$ cat config.mk
export PLATFORM = sky130hd
export DESIGN_NAME = lpps_ctrl
export DESIGN_NICKNAME = d
export VERILOG_FILES = /design/src/rtl/lpps_pkg.sv /design/src/rtl/lpps_ctrl.sv
export SDC_FILE = /design/constraint.sdc
export NUM_CORES = 1
export LEC_CHECK = 0
export ABC_AREA = 1
export BUFFER_PORTS_ARGS = -buffer_cell sky130_fd_sc_hd__buf_2
export CAP_MARGIN = 40
export CORE_MARGIN = 2
export CORE_UTILIZATION = 54
export CTS_CLUSTER_SIZE = 40
export DETAILED_ROUTE_END_ITERATION = 10
export PLACE_DENSITY = 0.83
export SLEW_MARGIN = 30
export SYNTH_ARGS = -nofsm -noshare
export SYNTH_HDL_FRONTEND = slang
export SYNTH_SLANG_ARGS = --single-unit
$ cat constraint.sdc
create_clock -name CLK -period 1.84 [get_ports CLK]
set_input_delay 0.092 -clock CLK [delete_from_list [all_inputs] [get_ports CLK]]
set_output_delay 0.092 -clock CLK [all_outputs]
set_load 0.01 [all_outputs]
$ cat src/rtl/lpps_pkg.sv
package lpps_pkg;

	// ****************************************
	// power states
	// ****************************************
	typedef enum logic [2:0] {
		PST_POR,
		PST_RSTIN,
		PST_IRST,
		PST_RUN,
		PST_STOP,
		PST_DSTB,
		PST_DRET
	} lpps_pstate_t;

	// ****************************************
	// pin function groups
	// ****************************************
	typedef enum logic [2:0] {
		FN_GPIO,
		FN_PERIPH,
		FN_XTAL_OUT,
		FN_ANALOG,
		FN_WAKEUP,
		FN_EXTINT,
		FN_LOCKED
	} lpps_func_t;

	localparam int           LPPS_NPINS     = 8;
	localparam logic [31:0]  LPPS_PIN_FUNC  = 32'h0000_0000;
	localparam logic [31:0]  LPPS_PIN_FALLB = 32'h0000_0000;

	// ****************************************
	// apb register map
	// ****************************************
	localparam logic [11:0] LPPS_OFF_CTRL   = 12'h000;
	localparam logic [11:0] LPPS_OFF_FUNC   = 12'h004;
	localparam logic [11:0] LPPS_OFF_FALLB  = 12'h008;
	localparam logic [11:0] LPPS_OFF_STATUS = 12'h00c;
	localparam logic [11:0] LPPS_OFF_FUNC_B = 12'h010;
	localparam int          LPPS_CTRL_LEVEL = 0;
	localparam int          LPPS_CTRL_OSCST = 1;
	localparam logic [31:0] LPPS_RST_ZERO   = 32'h0000_0000;

	typedef struct packed {
		logic        psel;
		logic        penable;
		logic        pwrite;
		logic [11:0] paddr;
		logic [31:0] pwdata;
	} lpps_apb_req_t;

	typedef struct packed {
		logic        pready;
		logic        pslverr;
		logic [31:0] prdata;
	} lpps_apb_rsp_t;

endpackage

$ cat src/rtl/lpps_ctrl.sv
`timescale 1ns/10ps
module lpps_ctrl #(
	parameter int NPINS = 8
) (
	input  wire logic                  CLK,
	input  wire logic                  RST,
	input  wire logic                  EXT_RESET_PIN,
	input  wire logic                  INT_RESET,
	input  wire logic                  POR_LVD,
	input  wire logic [1:0]            PWR_MODE,
	input  wire logic                  DSTB_RETURN,
	input  wire lpps_pkg::lpps_apb_req_t APB_REQ,
	output lpps_pkg::lpps_apb_rsp_t    APB_RSP,
	input  wire logic [NPINS-1:0]      PERIPH_OUT,
	input  wire logic [NPINS-1:0]      PERIPH_OE,
	input  wire logic [NPINS-1:0]      PORT_OUT,
	input  wire logic [NPINS-1:0]      PORT_OE,
	input  wire logic [NPINS-1:0]      PAD_IN,
	output logic [NPINS-1:0]           PAD_OUT,
	output logic [NPINS-1:0]           PAD_OE_N,
	output logic [NPINS-1:0]           CORE_IN,
	output logic [NPINS-1:0]           WAKE_IN,
	output logic [NPINS-1:0]           PORT_SEL,
	output logic [2:0]                 PSTATE
);
	import lpps_pkg::*;

	// ****************************************
	// state
	// ****************************************
	typedef struct packed {
		logic [1:0]        rst_sync;
		logic [NPINS-1:0]  pad_s1;
		logic [NPINS-1:0]  pad_s2;
		lpps_pstate_t      pst;
		logic              stby_level;
		logic              osc_stop;
		logic [NPINS-1:0]  func_a;
		logic [NPINS-1:0]  func_b;
		logic [NPINS-1:0]  func_c;
		logic [NPINS-1:0]  fallb;
		logic [NPINS-1:0]  fb_active;
		logic [NPINS-1:0]  hold_out;
		logic [NPINS-1:0]  hold_oe;
		logic [NPINS-1:0]  pad_out;
		logic [NPINS-1:0]  pad_oe_n;
		logic [NPINS-1:0]  core_in;
		logic [NPINS-1:0]  wake_in;
		logic              pready;
		logic [31:0]       prdata;
		logic              pslverr;
	} lpps_state_t;

	lpps_state_t st_r;
	lpps_state_t st_nxt;

	// ****************************************
	// decode helpers
	// ****************************************
	function automatic lpps_func_t grp(input lpps_state_t s, input int i);
		return lpps_func_t'({s.func_c[i], s.func_b[i], s.func_a[i]});
	endfunction

	function automatic logic in_reset(input lpps_pstate_t p);
		return (p == PST_POR) || (p == PST_RSTIN) || (p == PST_IRST);
	endfunction

	function automatic logic is_low_power(input lpps_pstate_t p);
		return (p == PST_STOP) || (p == PST_DSTB);
	endfunction

	wire logic bus_acc = APB_REQ.psel && APB_REQ.penable;
	wire logic bus_wr  = bus_acc && APB_REQ.pwrite;
	wire logic bus_ok  = (APB_REQ.paddr == LPPS_OFF_CTRL) || (APB_REQ.paddr == LPPS_OFF_FUNC)
		|| (APB_REQ.paddr == LPPS_OFF_FALLB) || (APB_REQ.paddr == LPPS_OFF_STATUS)
		|| (APB_REQ.paddr == LPPS_OFF_FUNC_B);

	always_comb begin
		lpps_func_t g;
		logic       drive;
		logic       hiz;
		logic       gate;
		logic       wake;
		logic [31:0] rd;
		logic [2:0]  wf;
		g      = FN_GPIO;
		drive  = 1'b0;
		hiz    = 1'b0;
		gate   = 1'b0;
		wake   = 1'b0;
		rd     = LPPS_RST_ZERO;
		wf     = 3'h0;
		st_nxt = st_r;

		st_nxt.rst_sync = {st_r.rst_sync[0], EXT_RESET_PIN};
		st_nxt.pad_s1   = PAD_IN;
		st_nxt.pad_s2   = st_r.pad_s1;

		// ****************************************
		// power state selection
		// ****************************************
		if (POR_LVD)
			st_nxt.pst = PST_POR;
		else if (!st_r.rst_sync[1])
			st_nxt.pst = PST_RSTIN;
		else if (INT_RESET)
			st_nxt.pst = PST_IRST;
		else if (DSTB_RETURN)
			st_nxt.pst = PST_DRET;
		else if (PWR_MODE == 2'h2)
			st_nxt.pst = PST_DSTB;
		else if (PWR_MODE == 2'h1)
			st_nxt.pst = PST_STOP;
		else
			st_nxt.pst = PST_RUN;

		// ****************************************
		// apb slave, one wait state
		// ****************************************
		st_nxt.pready  = bus_acc && !st_r.pready;
		st_nxt.pslverr = bus_acc && !st_r.pready && !bus_ok;
		if (bus_acc && !st_r.pready && !APB_REQ.pwrite) begin
			case (APB_REQ.paddr)
				LPPS_OFF_CTRL:   rd = {30'h0, st_r.osc_stop, st_r.stby_level};
				LPPS_OFF_FUNC:   rd = {{(32-NPINS){1'b0}}, st_r.func_a};
				LPPS_OFF_FUNC_B: rd = {{(32-2*NPINS){1'b0}}, st_r.func_c, st_r.func_b};
				LPPS_OFF_FALLB:  rd = {{(32-NPINS){1'b0}}, st_r.fallb};
				LPPS_OFF_STATUS: rd = {{(29-NPINS){1'b0}}, st_r.fb_active, 3'(st_r.pst)};
				default:         rd = LPPS_RST_ZERO;
			endcase
		end
		st_nxt.prdata = rd;
		if (bus_wr && !st_r.pready) begin
			case (APB_REQ.paddr)
				LPPS_OFF_CTRL: begin
					st_nxt.stby_level = APB_REQ.pwdata[LPPS_CTRL_LEVEL];
					st_nxt.osc_stop = APB_REQ.pwdata[LPPS_CTRL_OSCST];
				end
				LPPS_OFF_FUNC, LPPS_OFF_FUNC_B: begin
					for (int i = 0; i < NPINS; i++) begin
						wf = {st_r.func_c[i], st_r.func_b[i], st_r.func_a[i]};
						if (APB_REQ.paddr == LPPS_OFF_FUNC)
							wf[0] = APB_REQ.pwdata[i];
						else
							wf[2:1] = {APB_REQ.pwdata[NPINS+i], APB_REQ.pwdata[i]};
						// locked entries refuse change while in reset
						if (!(in_reset(st_r.pst) && (grp(st_r, i) == FN_LOCKED
							|| lpps_func_t'(wf) == FN_LOCKED))) begin
							st_nxt.func_a[i] = wf[0];
							st_nxt.func_b[i] = wf[1];
							st_nxt.func_c[i] = wf[2];
						end
					end
				end
				LPPS_OFF_FALLB: st_nxt.fallb = APB_REQ.pwdata[NPINS-1:0];
				default: ;
			endcase
		end

		// ****************************************
		// per pin control
		// ****************************************
		for (int i = 0; i < NPINS; i++) begin
			g     = grp(st_r, i);
			drive = 1'b0;
			hiz   = 1'b0;
			gate  = 1'b0;
			wake  = 1'b0;
			if (st_r.pst == PST_DSTB && st_r.fallb[i])
				st_nxt.fb_active[i] = 1'b1;
			else if (st_r.pst == PST_RUN)
				st_nxt.fb_active[i] = st_r.fb_active[i] && !bus_wr;
			if (in_reset(st_r.pst)) begin
				hiz  = 1'b1;
				gate = (st_r.pst == PST_POR);
			end else if (g == FN_ANALOG) begin
				hiz  = 1'b1;
				gate = 1'b1;
			end else if (g == FN_XTAL_OUT && st_r.osc_stop && is_low_power(st_r.pst)) begin
				hiz  = 1'b1;
				gate = 1'b1;
			end else if (g == FN_WAKEUP
				&& (st_r.pst == PST_DSTB || st_r.pst == PST_DRET)) begin
				hiz  = 1'b1;
				wake = 1'b1;
			end else if (is_low_power(st_r.pst) && st_r.stby_level) begin
				hiz  = 1'b1;
				gate = 1'b1;
			end else if (st_r.pst == PST_RUN) begin
				drive = 1'b1;
			end else begin
				gate = is_low_power(st_r.pst) && (g == FN_GPIO || st_r.fb_active[i]);
				if (g == FN_PERIPH && !st_r.fb_active[i]) begin
					st_nxt.pad_out[i] = PERIPH_OUT[i];
					hiz = !PERIPH_OE[i];
				end else begin
					st_nxt.pad_out[i] = st_r.hold_out[i];
					hiz = !st_r.hold_oe[i];
				end
			end
			if (drive) begin
				st_nxt.hold_out[i] = (g == FN_PERIPH) ? PERIPH_OUT[i] : PORT_OUT[i];
				st_nxt.hold_oe[i]  = (g == FN_PERIPH) ? PERIPH_OE[i] : PORT_OE[i];
				st_nxt.pad_out[i]  = st_nxt.hold_out[i];
				hiz = !st_nxt.hold_oe[i];
			end
			if (hiz)
				st_nxt.pad_out[i] = 1'b0;
			st_nxt.pad_oe_n[i] = hiz;
			st_nxt.core_in[i]  = gate ? 1'b0 : st_r.pad_s2[i];
			st_nxt.wake_in[i]  = wake ? st_r.pad_s2[i] : 1'b0;
		end

		if (RST) begin
			st_nxt           = '0;
			st_nxt.pst       = PST_POR;
			st_nxt.pad_oe_n  = '1;
			st_nxt.func_a    = LPPS_PIN_FUNC[NPINS-1:0];
			st_nxt.fallb     = LPPS_PIN_FALLB[NPINS-1:0];
			st_nxt.rst_sync  = 2'h0; // reset-input until the pin proves high
		end
	end

	always_ff @(posedge CLK) begin
		st_r <= st_nxt;
	end

	assign APB_RSP.pready  = st_r.pready;
	assign APB_RSP.pslverr = st_r.pslverr;
	assign APB_RSP.prdata  = st_r.prdata;
	assign PAD_OUT  = st_r.pad_out;
	assign PAD_OE_N = st_r.pad_oe_n;
	assign CORE_IN  = st_r.core_in;
	assign WAKE_IN  = st_r.wake_in;
	assign PORT_SEL = st_r.fb_active;
	assign PSTATE   = 3'(st_r.pst);
endmodule

==> flow_summary_export.csv <==
group,metric,value,unit
worst_setup_path,crit_top_cell,"nand2_1",
die,fp.dieW,117,um
global_routing,use_met3,7.72,%
logic_synthesis,synth-seq-cells,129,
sta,final-setup-viol-count,0,
drt,drt_iter0_markers,789,
global_routing,grt_use_met2,47.1,%
die,initial_utilization,54.9,%
sta,hold_violations,1,
power,finalPower,6.93,mW
power,static-leakage-power,3.96,nW
worst_setup_path,cpMaxStageDelayCell,"inv_1",
cells_and_area,finalInstanceArea,0.00821,mm2
global_routing,grtUsageMet1,34.9,%
sta,whs,-0.000100,ns
sta,fin_crit_sh,98.1,%
clock_tree,htree_num_levels,4,
placed_design,placed_cell_area,0.00730,mm2
drt,dr.pass1.iters,5,
worst_setup_path,path_class,"register to register",
sta,worst_slew_pin_slew,0.734,ns
min_path,hold_path_depth,3,
die,core_area,0.0126,mm2
worst_setup_path,r2r_end,"st_r[111]",
logic_synthesis,synth_cell_types,38,
status,violations,"hold timing",
min_path,hold_end,"st_r[96]",
placed_design,place_congestion,1.00,
logic_synthesis,synthCells,1021,
drt,viasPerCell,5.29,
clock_tree,ctsLongestPathBuffers,2,
cells_and_area,fin_nets,1225,
sta,fmax,554,MHz
power,ir_drop,0.536,mV
logic_synthesis,ys_async_sr_fraction,0,%
placed_design,placed_cells,1259,
die,pin_count,172,
worst_setup_path,cp_data_arrival_time,2.13,ns
logic_synthesis,avgSynthCellArea,6.75,um2
clock_tree,cts_inserted_buffers,17,
worst_setup_path,worstRegToRegCells,8,
logic_synthesis,synth_enable_flop_cells,0,
sta,drv_slew,0,
worst_setup_path,path_cells,"nand2_1 -> nand2_1 -> inv_1 -> nand2_1 -> nand2_1 -> nand2_1 -> nand2_1 -> nor2_1",
min_path,worstHoldStart,"APB_REQ[6]",
logic_synthesis,netlist_area,0.00690,mm2
clock_tree,cts_root_buf,"clkbuf_16",
global_routing,grt_pass1_wl,30200,um
sta,fin_skew,0.00704,ns
placed_design,io_buffer_count,139,
drt,post_drt_wl_per_cell,14.7,um
global_routing,gr-total-overflow,0,
sta,slew_headroom,51.0,%
worst_setup_path,worstReg2RegStart,"PSTATE[0]",
sta,timing.setup.tns,0,ns
drt,drc_errors,0,
logic_synthesis,ys.flop_type,"dfxtp_1",
die,rows,41,
die,dieArea,0.0137,mm2
global_routing,grt_usage,28.5,%
global_routing,grt_max_degree,40,
worst_setup_path,cpPeakStageDelay,0.55,ns
worst_setup_path,cp.required,2.16,ns
cells_and_area,final_util,65.3,%
status,status,"complete, but fails checks",
cells_and_area,stdcell_count,1315,
cells_and_area,area_growth_syn_to_layout,19.0,%
power,p_per_area,844,mW/mm2
clock_tree,cts_setup_buffers,0,
die,die_height,117,um
min_path,hold_path_class,"input port to register",
sta,post-route-min-period,1.80,ns
drt,ant_nets,0,
worst_setup_path,critPathLaunchType,"register",
clock_tree,cts_tree,"built",
drt,wl,19300,um
global_routing,grt_pass1_vias,6331,
sta,rsz0062_at_grt,"no",
worst_setup_path,worst-path-max-fanout,16,
global_routing,antenna_found_initial,1,
global_routing,grt.busiest_layer,"met2",
clock_tree,clock_sinks,129,
clock_tree,cts.clk_slew.worst_paths,0.06,ns
cells_and_area,drive_above_1_share,19.7,%
drt,num_vias,6951,
worst_setup_path,endpoint_kind,"register",
logic_synthesis,yosys_warnings,0,
logic_synthesis,ys_seq_area_share,37.5,%
flow_run,cap_violations,0,
clock_tree,clk_latency,0.43,ns
worst_setup_path,r2r_slack,0.04,ns
placed_design,dp_hpwl,13400,um
metrics by stage:
step           setup WS (ns)  hold WS, ns
2_1_floorplan          0.326        0.165
4_1_cts               0.0320      0.00113
3_3_place_gp           0.136        0.271
5_1_grt             0.000961       0.0232
6_report              0.0354    -0.000100
3_5_place_dp          0.0755        0.275
area by class of cell:
cell class | count | area, um2
antenna | 1 | 2.50
clock buffer | 18 | 439
clock inverter | 14 | 213
fill | 1067 | 4360
inverter | 152 | 571
multi-input combinational | 646 | 3060
sequential | 129 | 2580
tap | 172 | 215
timing repair buffer | 183 | 1120
registers in the layout, summed over array words and instances (netlist names):
name,count
st_r,68
PSTATE,3
WAKE_IN,8
PAD_OE_N,8
PORT_SEL,8
PAD_OUT,8
APB_RSP,18
CORE_IN,8
where the power goes:
part,internal [mW],switching (mW)
registers,2.82,0.0114
logic,0.164,0.228
clock network,2.43,1.27
total,5.41,1.51
worst max-delay path by stage:
stage            endpoint  startpoint  slack [ns]
2_1_floorplan  PAD_OUT[6]   PSTATE[0]        0.33
3_3_place_gp   PAD_OUT[5]   PSTATE[2]        0.14
3_5_place_dp   PAD_OUT[0]   PSTATE[0]        0.08
4_1_cts        PAD_OUT[0]   PSTATE[0]        0.03
5_1_grt         st_r[111]   PSTATE[0]       0.001
6_report        st_r[111]   PSTATE[0]        0.04
worst max-delay path: cells and delay by family (launching register included):
| family | cells | cell delay [ns] |
|---|---|---|
| flip-flops | 1 | 0.34 |
| buffers and inverters | 1 | 0.55 |
| AND/OR/NAND/NOR | 7 | 0.80 |
cell usage in the layout, fill, tap and decap left out, drive strengths merged, types with 2 or more instances in the layout:
cell type	n
a31oi	6
nand4	12
and3	2
bufinv	5
clkinvlp	4
nand2	221
inv	152
buf	160
clkbuf	18
a22oi	3
nor2	131
o211ai	8
nand3	76
a211oi	12
nor3	34
o22ai	8
o21ai	32
clkinv	5
a21oi	71
o311ai	8
conb	16
dlygate4sd3	23
dfxtp	129
cell usage after synthesis, types with 2 or more instances:
cell type	number	area (um2)
nand2_1	216	811
inv_1	151	567
dfxtp_1	129	2580
nor2_1	127	477
buf_4	81	608
nand3_1	75	375
a21oi_1	70	350
nor3_1	33	165
o21ai_0	32	160
clkbuf_1	12	45.0
nand4_1	12	75.1
a211oi_2	8	100
o211ai_1	8	60.1
o22ai_1	8	50.1
o311ai_0	8	70.1
buf_2	7	35.0
a31oi_1	6	37.5
buf_6	5	56.3
a211oi_1	4	30.0
buf_1	4	15.0
a22oi_1	3	22.5
nand2_4	3	33.8
and3_1	2	12.5
nand2_2	2	12.5
nor2_4	2	22.5
repair_timing:
action                                 CTS  global route
setup endpoints to repair                0            29
hold buffers                            23             0
endpoints found under the hold margin   20             0
gates resized for setup                  0            13
layer usage:
layer	vias to the layer above	part of all wire, %
met5	-	0.067
met4	2	3.5
met3	70	11
met2	421	46
met1	3076	40
li1	3382	-
cells by family (layout without fill, tap and decap cells):
| logic type | Yosys count | in the layout | synth area share, % |
|---|---|---|---|
| and+or+nand+nor | 478 | 478 | 29.8 |
| buffers and inverters | 261 | 367 | 19.3 |
| AOI/OAI and AO/OA | 151 | 151 | 13.3 |
| DFF | 129 | 129 | 37.5 |
| adders and majority gates | 1 | 1 | 0.181 |
| other | 1 | 17 | 0.0544 |
No activity file was read; power rests on OpenSTA's default activity.
